<file path="src/logic/status_pkg.sv">
package status_pkg;

  ////////////////////////////////////////////////////////////////////////////
  // Widths
  localparam int GROUP_W = 16;
  localparam int BYTE_W  = 8;

  ////////////////////////////////////////////////////////////////////////////
  // Normal-operation group bit positions
  localparam int NRM_CALIBRATING_BIT   = 0;
  localparam int NRM_AWAIT_TRIGGER_BIT = 5;
  localparam int NRM_VOLTAGE_REG_BIT   = 8;
  localparam int NRM_CURRENT_POS_BIT   = 10;
  localparam int NRM_CURRENT_NEG_BIT   = 11;

  // Abnormal-operation group bit positions
  localparam int ABN_VOLTAGE_TRIP_BIT  = 0;
  localparam int ABN_CURRENT_TRIP_BIT  = 1;
  localparam int ABN_FUSE_OPEN_BIT     = 2;
  localparam int ABN_THERMAL_TRIP_BIT  = 4;
  localparam int ABN_INHIBIT_BIT       = 9;
  localparam int ABN_UNREGULATED_BIT   = 10;
  localparam int ABN_METER_OVLD_BIT    = 14;

  // Standard event bit positions
  localparam int STD_OP_COMPLETE_BIT   = 0;
  localparam int STD_QUERY_ERR_BIT     = 2;
  localparam int STD_DEVICE_ERR_BIT    = 3;
  localparam int STD_EXEC_ERR_BIT      = 4;
  localparam int STD_CMD_ERR_BIT       = 5;
  localparam int STD_POWER_ON_BIT      = 7;

  // Status byte and service request mask bit positions
  localparam int SB_ABNORMAL_BIT       = 3;
  localparam int SB_MSG_AVAIL_BIT      = 4;
  localparam int SB_STD_EVENT_BIT      = 5;
  localparam int SB_SERVICE_BIT        = 6;
  localparam int SB_NORMAL_BIT         = 7;

  ////////////////////////////////////////////////////////////////////////////
  // Reset and preset values
  localparam logic [GROUP_W-1:0] RISING_RESET     = 16'hFFFF;
  localparam logic [GROUP_W-1:0] FALLING_RESET    = 16'h0000;
  localparam logic [GROUP_W-1:0] GROUP_EN_RESET   = 16'h0000;
  localparam logic [GROUP_W-1:0] GROUP_ZERO       = 16'h0000;
  localparam logic [BYTE_W-1:0]  BYTE_ZERO        = 8'h00;

  ////////////////////////////////////////////////////////////////////////////
  // Command port
  typedef enum logic [1:0] {
    GRP_NORMAL,
    GRP_ABNORMAL,
    GRP_STANDARD,
    GRP_SUMMARY
  } group_sel_t;

  typedef enum logic [2:0] {
    FLD_CONDITION,
    FLD_RISING,
    FLD_FALLING,
    FLD_EVENT,
    FLD_ENABLE,
    FLD_CLEAR_ALL,
    FLD_PRESET
  } field_sel_t;

  typedef struct packed {
    logic               valid;
    logic               write;
    group_sel_t         grp;
    field_sel_t         fld;
    logic [GROUP_W-1:0] data;
  } status_cmd_t;

  typedef struct packed {
    logic               valid;
    logic               refused;
    logic [GROUP_W-1:0] data;
  } status_rsp_t;

  typedef struct packed {
    logic              valid;
    logic [BYTE_W-1:0] stb;
  } poll_rsp_t;

  ////////////////////////////////////////////////////////////////////////////
  // Condition and event carriers
  typedef struct packed {
    logic calibrating;
    logic awaiting_trigger;
    logic voltage_regulation;
    logic current_regulation_pos;
    logic current_regulation_neg;
  } normal_cond_t;

  typedef struct packed {
    logic voltage_limit_trip;
    logic current_limit_trip;
    logic fuse_open;
    logic thermal_trip;
    logic remote_inhibit;
    logic unregulated;
    logic meter_range_overload;
  } abnormal_cond_t;

  typedef struct packed {
    logic op_complete;
    logic query_error;
    logic device_error;
    logic exec_error;
    logic command_error;
  } std_event_pulses_t;

endpackage

</file>
<file path="src/logic/status_reporting_bits.sv">
`timescale 1ns/100ps

module status_reporting_bits (
  input  wire logic                          clk,
  input  wire logic                          nrst,
  input  wire status_pkg::normal_cond_t      normal_cond,
  input  wire status_pkg::abnormal_cond_t    abnormal_cond,
  input  wire status_pkg::std_event_pulses_t std_events,
  input  wire logic                          msg_queue_nonempty,
  input  wire status_pkg::status_cmd_t       cmd,
  input  wire logic                          serial_poll,
  output status_pkg::status_rsp_t            rsp,
  output status_pkg::poll_rsp_t              poll_rsp,
  output logic                               srq
);

  ////////////////////////////////////////////////////////////////////////////
  // Mapping helpers

  function automatic logic [status_pkg::GROUP_W-1:0] normal_vector(
    input status_pkg::normal_cond_t c
  );
    logic [status_pkg::GROUP_W-1:0] v;
    v = status_pkg::GROUP_ZERO;
    v[status_pkg::NRM_CALIBRATING_BIT]   = c.calibrating;
    v[status_pkg::NRM_AWAIT_TRIGGER_BIT] = c.awaiting_trigger;
    v[status_pkg::NRM_VOLTAGE_REG_BIT]   = c.voltage_regulation;
    v[status_pkg::NRM_CURRENT_POS_BIT]   = c.current_regulation_pos;
    v[status_pkg::NRM_CURRENT_NEG_BIT]   = c.current_regulation_neg;
    return v;
  endfunction

  function automatic logic [status_pkg::GROUP_W-1:0] abnormal_vector(
    input status_pkg::abnormal_cond_t c
  );
    logic [status_pkg::GROUP_W-1:0] v;
    v = status_pkg::GROUP_ZERO;
    v[status_pkg::ABN_VOLTAGE_TRIP_BIT] = c.voltage_limit_trip;
    v[status_pkg::ABN_CURRENT_TRIP_BIT] = c.current_limit_trip;
    v[status_pkg::ABN_THERMAL_TRIP_BIT] = c.thermal_trip;
    v[status_pkg::ABN_FUSE_OPEN_BIT]    = c.fuse_open;
    v[status_pkg::ABN_INHIBIT_BIT]      = c.remote_inhibit;
    v[status_pkg::ABN_UNREGULATED_BIT]  = c.unregulated;
    v[status_pkg::ABN_METER_OVLD_BIT]   = c.meter_range_overload;
    return v;
  endfunction

  function automatic logic [status_pkg::BYTE_W-1:0] std_vector(
    input status_pkg::std_event_pulses_t e,
    input logic                          power_on
  );
    logic [status_pkg::BYTE_W-1:0] v;
    v = status_pkg::BYTE_ZERO;
    v[status_pkg::STD_OP_COMPLETE_BIT] = e.op_complete;
    v[status_pkg::STD_QUERY_ERR_BIT]   = e.query_error;
    v[status_pkg::STD_DEVICE_ERR_BIT]  = e.device_error;
    v[status_pkg::STD_EXEC_ERR_BIT]    = e.exec_error;
    v[status_pkg::STD_CMD_ERR_BIT]     = e.command_error;
    v[status_pkg::STD_POWER_ON_BIT]    = power_on;
    return v;
  endfunction

  // Status byte; bit 6 is supplied by the caller (zero here, overlaid later by with_service)
  function automatic logic [status_pkg::BYTE_W-1:0] status_byte(
    input logic normal_sum,
    input logic abnormal_sum,
    input logic std_sum,
    input logic msg_avail,
    input logic service_bit
  );
    logic [status_pkg::BYTE_W-1:0] v;
    v = status_pkg::BYTE_ZERO;
    v[status_pkg::SB_ABNORMAL_BIT]  = abnormal_sum;
    v[status_pkg::SB_MSG_AVAIL_BIT] = msg_avail;
    v[status_pkg::SB_STD_EVENT_BIT] = std_sum;
    v[status_pkg::SB_SERVICE_BIT]   = service_bit;
    v[status_pkg::SB_NORMAL_BIT]    = normal_sum;
    return v;
  endfunction

  // Overlays the service bit on a byte built without it
  function automatic logic [status_pkg::BYTE_W-1:0] with_service(
    input logic [status_pkg::BYTE_W-1:0] base,
    input logic                          flag
  );
    logic [status_pkg::BYTE_W-1:0] v;
    v                             = base;
    v[status_pkg::SB_SERVICE_BIT] = flag;
    return v;
  endfunction

  ////////////////////////////////////////////////////////////////////////////
  // State

  typedef struct packed {
    // Two-flop synchronisers for the analog levels
    logic [status_pkg::GROUP_W-1:0] normal_s1;
    logic [status_pkg::GROUP_W-1:0] normal_s2;
    logic [status_pkg::GROUP_W-1:0] abnormal_s1;
    logic [status_pkg::GROUP_W-1:0] abnormal_s2;
    logic [status_pkg::BYTE_W-1:0]  std_event;
    logic [status_pkg::BYTE_W-1:0]  std_enable;
    logic [status_pkg::BYTE_W-1:0]  service_mask;
    logic                           msg_avail;
    logic                           pon_pending;
    logic                           mss_prev;
    logic                           rqs;

    // Answers are registered so every output leaves a flop
    status_pkg::status_rsp_t        rsp;
    status_pkg::poll_rsp_t          poll;
  } top_state_t;

  top_state_t q;
  top_state_t d;

  logic [status_pkg::GROUP_W-1:0] normal_rd;
  logic [status_pkg::GROUP_W-1:0] abnormal_rd;
  logic                           normal_sum;
  logic                           abnormal_sum;
  logic                           std_sum;
  logic                           mss;
  logic [status_pkg::BYTE_W-1:0]  stb_no_service;
  logic [status_pkg::BYTE_W-1:0]  service_bit_mask;
  logic                           cmd_rd;
  logic                           cmd_wr;
  logic                           std_clear;
  logic                           normal_sel;
  logic                           abnormal_sel;
  logic                           rqs_set;
  logic                           rqs_clr;
  logic [status_pkg::BYTE_W-1:0]  std_set;
  logic [status_pkg::BYTE_W-1:0]  live_stb;

  ////////////////////////////////////////////////////////////////////////////
  // Command decode

  always_comb begin
    normal_sel   = cmd.grp == status_pkg::GRP_NORMAL;
    abnormal_sel = cmd.grp == status_pkg::GRP_ABNORMAL;

    cmd_rd       = cmd.valid && !cmd.write;
    cmd_wr       = cmd.valid && cmd.write;
    // Clear-all reaches every group whichever group it names
    std_clear    = (cmd_rd && cmd.grp == status_pkg::GRP_STANDARD &&
                    cmd.fld == status_pkg::FLD_EVENT) ||
                   (cmd.valid && cmd.fld == status_pkg::FLD_CLEAR_ALL);
  end

  ////////////////////////////////////////////////////////////////////////////
  // Condition groups, fed only from the second synchroniser stage

  status_group u_normal (
    .clk      (clk),
    .nrst     (nrst),
    .cond     (q.normal_s2),
    .cmd      (cmd),
    .selected (normal_sel),
    .rd_value (normal_rd),
    .summary  (normal_sum)
  );

  status_group u_abnormal (
    .clk      (clk),
    .nrst     (nrst),
    .cond     (q.abnormal_s2),
    .cmd      (cmd),
    .selected (abnormal_sel),
    .rd_value (abnormal_rd),
    .summary  (abnormal_sum)
  );

  ////////////////////////////////////////////////////////////////////////////
  // Summaries

  always_comb begin
    service_bit_mask = status_pkg::BYTE_ZERO;
    service_bit_mask[status_pkg::SB_SERVICE_BIT] = 1'b1;

    // No filters here: the pulses are already events
    std_sum        = |(q.std_event & q.std_enable);
    stb_no_service = status_byte(normal_sum, abnormal_sum, std_sum,
                                 q.msg_avail, 1'b0);
    // Unlatched, so it drops as soon as its causes are cleared
    mss = |(stb_no_service & q.service_mask & ~service_bit_mask);
    live_stb       = with_service(stb_no_service, mss);
  end

  ////////////////////////////////////////////////////////////////////////////
  // Next state

  always_comb begin
    d         = q;

    // Analog conditions are asynchronous to clk
    d.normal_s1   = normal_vector(normal_cond);
    d.normal_s2   = q.normal_s1;
    d.abnormal_s1 = abnormal_vector(abnormal_cond);
    d.abnormal_s2 = q.abnormal_s1;

    // Same-clock level, seen one cycle late
    d.msg_avail   = msg_queue_nonempty;
    // Power-on event is offered once per reset release
    d.pon_pending = 1'b0;
    std_set       = std_vector(std_events, q.pon_pending);
    // New events win over a clear in the same cycle
    d.std_event   = (q.std_event & ~{status_pkg::BYTE_W{std_clear}}) | std_set;

    if (cmd_wr && cmd.fld == status_pkg::FLD_ENABLE) begin
      case (cmd.grp)
        status_pkg::GRP_STANDARD: begin
          d.std_enable = cmd.data[status_pkg::BYTE_W-1:0];
        end
        status_pkg::GRP_SUMMARY: begin
          // Bit 6 of the mask has no meaning and always reads zero
          d.service_mask = cmd.data[status_pkg::BYTE_W-1:0] & ~service_bit_mask;
        end
        default: ;
      endcase
    end

    // Request flag: latch on a new reason, only a poll clears it
    d.mss_prev = mss;
    rqs_set    = mss && !q.mss_prev;
    rqs_clr    = serial_poll;
    // Set wins, so a reason born in the poll cycle is kept
    d.rqs      = (q.rqs && !rqs_clr) || rqs_set;

    // Poll answer carries the latched flag, not the live summary
    d.poll.valid = serial_poll;
    if (serial_poll) begin
      d.poll.stb = with_service(stb_no_service, q.rqs);
    end else begin
      d.poll.stb = status_pkg::BYTE_ZERO;
    end

    // Read answer; data stays zero outside a valid answer
    d.rsp.valid   = cmd_rd;
    d.rsp.refused = 1'b0;
    d.rsp.data    = status_pkg::GROUP_ZERO;
    if (cmd_rd) begin
      case (cmd.grp)
        status_pkg::GRP_NORMAL: begin
          d.rsp.data = normal_rd;
        end
        status_pkg::GRP_ABNORMAL: begin
          d.rsp.data = abnormal_rd;
        end
        status_pkg::GRP_STANDARD: begin
          case (cmd.fld)
            status_pkg::FLD_EVENT: begin
              d.rsp.data[status_pkg::BYTE_W-1:0] = q.std_event;
            end
            status_pkg::FLD_ENABLE: begin
              d.rsp.data[status_pkg::BYTE_W-1:0] = q.std_enable;
            end
            default: begin
              d.rsp.refused = 1'b1;
            end
          endcase
        end
        status_pkg::GRP_SUMMARY: begin
          case (cmd.fld)
            status_pkg::FLD_CONDITION: begin
              // Query form shows the live summary, never clears
              d.rsp.data[status_pkg::BYTE_W-1:0] = live_stb;
            end
            status_pkg::FLD_ENABLE: begin
              d.rsp.data[status_pkg::BYTE_W-1:0] = q.service_mask;
            end
            default: begin
              d.rsp.refused = 1'b1;
            end
          endcase
        end
        default: begin
          d.rsp.refused = 1'b1;
        end
      endcase
    end
  end

  ////////////////////////////////////////////////////////////////////////////
  // Registers

  always_ff @(posedge clk or negedge nrst) begin
    if (!nrst) begin
      // Synchronisers
      q.normal_s1     <= status_pkg::GROUP_ZERO;
      q.normal_s2     <= status_pkg::GROUP_ZERO;
      q.abnormal_s1   <= status_pkg::GROUP_ZERO;
      q.abnormal_s2   <= status_pkg::GROUP_ZERO;

      // Status and request registers
      q.std_event     <= status_pkg::BYTE_ZERO;
      q.std_enable    <= status_pkg::BYTE_ZERO;
      q.service_mask  <= status_pkg::BYTE_ZERO;
      q.msg_avail     <= 1'b0;
      q.pon_pending   <= 1'b1;
      q.mss_prev      <= 1'b0;
      q.rqs           <= 1'b0;

      // Answers
      q.rsp.valid     <= 1'b0;
      q.rsp.refused   <= 1'b0;
      q.rsp.data      <= status_pkg::GROUP_ZERO;
      q.poll.valid    <= 1'b0;
      q.poll.stb      <= status_pkg::BYTE_ZERO;
    end else begin
      q <= d;
    end
  end

  ////////////////////////////////////////////////////////////////////////////
  // Outputs

  assign rsp      = q.rsp;
  assign poll_rsp = q.poll;
  assign srq      = q.rqs;

endmodule

</file>
<file path="src/logic/status_group.sv">
`timescale 1ns/100ps

module status_group (
  input  wire logic                         clk,
  input  wire logic                         nrst,
  input  wire logic [status_pkg::GROUP_W-1:0] cond,
  input  wire status_pkg::status_cmd_t      cmd,
  input  wire logic                         selected,
  output logic      [status_pkg::GROUP_W-1:0] rd_value,
  output logic                              summary
);

  typedef struct packed {
    logic [status_pkg::GROUP_W-1:0] cond_prev;
    logic [status_pkg::GROUP_W-1:0] rising;
    logic [status_pkg::GROUP_W-1:0] falling;
    logic [status_pkg::GROUP_W-1:0] event_bits;
    logic [status_pkg::GROUP_W-1:0] enable;
  } group_state_t;

  group_state_t q;
  group_state_t d;
  logic         hit_rd;
  logic         hit_wr;
  logic         clear;
  logic [status_pkg::GROUP_W-1:0] caught;

  ////////////////////////////////////////////////////////////////////////////
  always_comb begin
    d      = q;
    hit_rd = cmd.valid && selected && !cmd.write;
    hit_wr = cmd.valid && selected && cmd.write;
    d.cond_prev = cond;
    if (hit_wr) begin
      case (cmd.fld)
        status_pkg::FLD_RISING:  d.rising  = cmd.data;
        status_pkg::FLD_FALLING: d.falling = cmd.data;
        status_pkg::FLD_ENABLE:  d.enable  = cmd.data;
        default: ;
      endcase
    end
    // Preset restores the filters and mask but keeps latched events
    if (cmd.valid && cmd.fld == status_pkg::FLD_PRESET) begin
      d.rising  = status_pkg::RISING_RESET;
      d.falling = status_pkg::FALLING_RESET;
      d.enable  = status_pkg::GROUP_EN_RESET;
    end
    clear  = (hit_rd && cmd.fld == status_pkg::FLD_EVENT) ||
             (cmd.valid && cmd.fld == status_pkg::FLD_CLEAR_ALL);
    caught = (cond & ~q.cond_prev & q.rising) | (~cond & q.cond_prev & q.falling);
    // A transition seen in the clearing cycle survives the clear
    d.event_bits = (q.event_bits & ~{status_pkg::GROUP_W{clear}}) | caught;
  end

  always_comb begin
    case (cmd.fld)
      status_pkg::FLD_CONDITION: rd_value = cond;
      status_pkg::FLD_RISING:    rd_value = q.rising;
      status_pkg::FLD_FALLING:   rd_value = q.falling;
      status_pkg::FLD_EVENT:     rd_value = q.event_bits;
      status_pkg::FLD_ENABLE:    rd_value = q.enable;
      default:                   rd_value = status_pkg::GROUP_ZERO;
    endcase
  end

  assign summary = |(q.event_bits & q.enable);

  always_ff @(posedge clk or negedge nrst) begin
    if (!nrst) begin
      q.cond_prev  <= status_pkg::GROUP_ZERO;
      q.rising     <= status_pkg::RISING_RESET;
      q.falling    <= status_pkg::FALLING_RESET;
      q.event_bits <= status_pkg::GROUP_ZERO;
      q.enable     <= status_pkg::GROUP_EN_RESET;
    end else begin
      q <= d;
    end
  end

endmodule

</file>
<file path="config.mk">
export PLATFORM = sky130hd
export DESIGN_NAME = status_reporting_bits
export DESIGN_NICKNAME = d
export VERILOG_FILES = /design/src/logic/status_pkg.sv /design/src/logic/status_reporting_bits.sv /design/src/logic/status_group.sv
export SDC_FILE = /design/constraint.sdc
export NUM_CORES = 1
export LEC_CHECK = 0
export ABC_CLOCK_PERIOD_IN_PS = 3300
export CAP_MARGIN = 20
export CORE_ASPECT_RATIO = 1.5
export CORE_UTILIZATION = 45
export CTS_BUF_LIST = sky130_fd_sc_hd__clkbuf_16
export CTS_CLUSTER_SIZE = 24
export DETAILED_ROUTE_END_ITERATION = 12
export DONT_BUFFER_PORTS = 1
export PLACE_DENSITY = 0.6
export SLEW_MARGIN = 20
export SYNTH_ARGS = -nofsm -noshare
export SYNTH_HDL_FRONTEND = slang
export SYNTH_SLANG_ARGS = --single-unit
</file>
<file path="constraint.sdc">
create_clock -name clk -period 3.3 [get_ports clk]
set_input_delay 0.825 -clock clk [delete_from_list [all_inputs] [get_ports clk]]
set_output_delay 0.825 -clock clk [all_outputs]
set_load 0.02 [all_outputs]
</file>
# Word level (Yosys, flattened, before mapping)
# Cells that the tools add are included.
dict set report op_classes {
  muxes 22
  n_reduce_logical 45
  n_eq_ne 9
  bitwise_logic 27
}
# op count
set op_table {}
lappend op_table {{$pmux 16 s5} 2}
lappend op_table {{$and 16x16->16} 8}
lappend op_table {{$mux 32} 4}
lappend op_table {{$mux 16} 7}
lappend op_table {{$or 16x16->16} 4}
lappend op_table {{$pmux 8 s2} 3}
lappend op_table {{$not 12->16} 2}
lappend op_table {{$not 15->16} 2}
lappend op_table {{$not 16->16} 2}
lappend op_table {{$pmux 8 s4} 1}
lappend op_table {{$reduce_or 16->1} 2}
lappend op_table {{$and 8x8->8} 3}
lappend op_table {{$logic_and 1x1->1} 17}
lappend op_table {{$mux 17} 1}
lappend op_table {{$and 12x16->16} 1}
lappend op_table {{$and 15x16->16} 1}
lappend op_table {{$and 16x12->16} 1}
lappend op_table {{$and 16x15->16} 1}
lappend op_table {{$reduce_and 2->1} 8}
lappend op_table {{$reduce_bool 2->1} 5}
lappend op_table {{$eq 3x3->1 const B} 3}
lappend op_table {{$mux 8} 1}
lappend op_table {{$not 8->8} 1}
lappend op_table {{$or 8x8->8} 1}
lappend op_table {{other kinds (13)} 22}
dict set report totals {
  inputBits 44
  output_inout_bits 28
  wordCells 129
  reg_bits 218
}

# Depth between registers and ports, before layout
dict set report logic_depth {
  depth_word 8
  mapped_depth 8
  depth_no_buf 6
}

# Cells and area by module
# Synthesis repeated with hierarchy kept, for this count alone.
dict set report unflattened {
  cells_unflattened 1053
  hier_area_um2 11721.2
}
# module seq_area_each_um2 n_inst cells_per_inst area_each_um2
set by_module_without_submodules {}
lappend by_module_without_submodules {status_group 2021.9 2 405 4315.4}
lappend by_module_without_submodules {status_reporting_bits 1878.1 1 243 3090.5}

# Least setup slack after synthesis
# No wires, ideal clock.
dict set report synth_timing {
  path_type {input-to-reg}
  from {input port cmd[16] (netlist name)}
  to {register q[39] (netlist name)}
  setup_slack_ps 1141
  n_path_buf 2
  cell_stages 6
  arrival_ps 2035
  setup_ps 125
  t_required_ps 3175
  cell_sequence {buf_4 > buf_6 > nor2_8 > nand2_4 > nor3_4 > mux2_2}
}
dict set report synth_via {
  elab_chain_len 3
}
# item line
set synth_lines {}
lappend synth_lines {{from (decl)} status_reporting_bits.sv:10} ;# input wire status_pkg::status_cmd_t cmd,
lappend synth_lines {{$eq 3x3->1} status_reporting_bits.sv:209} ;# if (cmd_wr && cmd.fld == status_pkg::FLD_ENABLE) begin
lappend synth_lines {{$logic_and 1x1->1} status_reporting_bits.sv:209}
lappend synth_lines {{$reduce_and 2->1 (no line)} -}
lappend synth_lines {{to (decl)} status_reporting_bits.sv:114} ;# top_state_t q;
# Every way passes these cells.
# A chain may end at the register's enable or synchronous reset.

==> metrics.txt <==
synth warn=0; Core ar.=20,400 µm²; number of synthesized register bits=215; Final Cycle Share=65.4%; main flop type after synthesis=dfrtp_1; CP Launch Type=flip-flop; CTS Root Cell=clkbuf_16; first-pass GRT wire length=41.0 mm; DRC violations left=0; crit-path leading delay family=compound AO/OA/AOI/OAI gates; endpoint class of the critical path=flip-flop; initial antenna violation count=0; Worst EP arrival=2.51 ns; IO Pins=72; FMAX=0.463 GHz; Fin Hold WS=0.0248 ns; RSZ-0062 raised after global routing=false; number of max-cap violations=0; largest net degree at the start of global routing=216; diodes inserted=0; layout cells sized above 1=14.1%; CP max stage cell=a222oi_1; Die H=179 µm; Power Density=644 nW/µm²; Worst Hold Class=in2async; routability cong.=0.920; CP cell instances=a22o_1 > a221oi_1 > nand4_1 > a222oi_1 > o221ai_1; Die Wd=120 µm; WL final=26.6 mm; Post-CTS Setup Repair Bufs=0; time the worst path needs with I/O delays and setup=2.16 ns; Area Overhead vs Synth=7.31%; headroom to the max-slew limit=42.1%; nets@finish=887; Seq/Total Area, Yosys=57.8%; initial DRC count=666; CP max FO=3; commonest non-fill, non-tap cell in the layout=dfrtp_1; Max Root-Sink Buffers=3; Final Worst Setup Slack=1.14 ns; routed via count=6,811; endpoints failing hold=0; Yosys cell types=60; drt wl/cell=23.7 µm; Tightest Pin Transition=0.868 ns; grt total ovfl=0; Reg clk slew, reported paths=0.06 ns; number of cell rows=64; TritonCTS clock tree=done; WS Path Type=reg2reg; Place WS=0.799 ns; Layout Cells excl Fill=1,123; Post-Place Cells=1,081; Post-synth EDFFs=0; setup TNS=0 ns; hpwl dp=18.5 mm; Die ar.=21,400 µm²; LEAKAGE=0.00448 µW; final slew viol count=0; fin util=49.3%; CTS sink count=215; Initial Util=45.9%; Cells after Synth=872; CTS buffer count=23; Max stage delay on crit path=0.57 ns; Req. time, crit path=3.65 ns; Worst Path Buf+Inv=0; vias in the first global route=7,007; status=finished, final reports clean; TritonRoute pass-1 iters=7; gr usage total=25.6%; Vias/cell=6.07; Max rail drop VDD=378 µV; Final ANT Viol Nets=0; H-tree Lvls=1; Setup Viol. Count Final=0; Final Skew=0.0109 ns; ys async rst share=100%; most frequent cells in the layout=dfrtp_1, nand2_1, o21ai_0; post-synthesis cell area=9380 µm²; clk_lat worst skew=0.51 ns; syn_area_per_cell=10.8 µm²; port bufs=0
-- metrics by stage --
stage	power, µW	instance area (µm²)
2_1_floorplan	3920	9390
3_3_place_gp	4110	9370
3_5_place_dp	4140	9370
4_1_cts	6530	10100
5_1_grt	6770	10100
6_report	6480	10100
-- state kept, by name (all words and copies together) (netlist names) --
signal,cells
u_abnormal.q,71
rsp,18
srq,1
q,37
d,12
u_normal.q,69
poll_rsp,6
live_stb,1
-- path summary, 6_finish.rpt --
path	from	endpoint	slack, ns	cells past startpoint
min in group clk	d[69]	q[69]	0.35	0
worst max register to register	u_normal.q[17]	srq	1.14	5
worst min-delay path	nrst	q[34]	0.02	0
worst max-delay path	u_normal.q[17]	srq	1.14	5
worst min register to register	d[69]	q[69]	0.35	0
max in group asynchronous	nrst	live_stb[4]	2.61	1
-- metal layers --
layer | vias to the layer above | GRT usage, % | routed length (µm)
met3 | 95 | 5.09 | 1900
met4 | 0 | 16.5 | 1860
met1 | 3392 | 29.6 | 9780
met2 | 317 | 43.4 | 13100
met5 | - | 0 | 0
li1 | 3007 | - | -
-- area by class of cell --
| class | count | area, µm² |
|---|---|---|
| sequential | 215 | 5420 |
| tap | 264 | 330 |
| clock buffer | 23 | 576 |
| multi-input combinational | 566 | 3420 |
| timing repair buffer | 17 | 130 |
| clock inverter | 18 | 109 |
| inverter | 20 | 75.1 |
| fill | 1867 | 10400 |
-- cell families after synthesis --
kind of cell           share of synthesized area [%]
buffers and inverters                           5.94
multiplexers                                    4.07
other                                         0.0400
flip-flops                                      57.8
AND/OR/NAND/NOR                                 13.7
AO/OA/AOI/OAI                                   18.4
-- worst register-to-register path: stages (launching register included) --
cell      delay [ns]
dfrtp_1         0.45
a22o_1          0.23
a221oi_1        0.29
nand4_1         0.30
a222oi_1        0.57
o221ai_1        0.17
-- repair_timing --
action	CTS	global route
resized for setup	0	0
hold buffers	0	1
endpoints found under the hold margin	0	2
-- synth_stat cells (all sizes together) (2+ instances only) --
master	number	area, µm²
mux2	23	259
buf	60	429
a21o	8	60.1
nor2b	25	159
a22oi	44	335
o21ai	76	380
dfrtp	182	4550
o22a	3	26.3
nor3	10	77.6
dfstp	33	867
and3	3	18.8
o221ai	15	131
inv	20	75.1
nand3b	12	90.1
nor4bb	2	20.0
a21oi	60	304
nand4	2	12.5
a31oi	3	18.8
nand2b	4	25.0
a2bb2oi	3	26.3
nand3	4	20.0
a311oi	2	23.8
o211ai	2	15.0
clkbuf	14	52.6
nor3b	3	56.3
a22o	11	96.3
nor2	68	274
mux2i	10	100
and2	6	37.5
a221oi	20	175
nand2	118	450
a211oi	3	22.5
o22ai	9	56.3
-- power breakdown --
group | switching (µW) | internal [µW]
Sequential | 335 | 3070
Clock | 1030 | 1340
Combinational | 386 | 319
Total | 1750 | 4730
No activity file was read; power rests on OpenSTA's default activity.
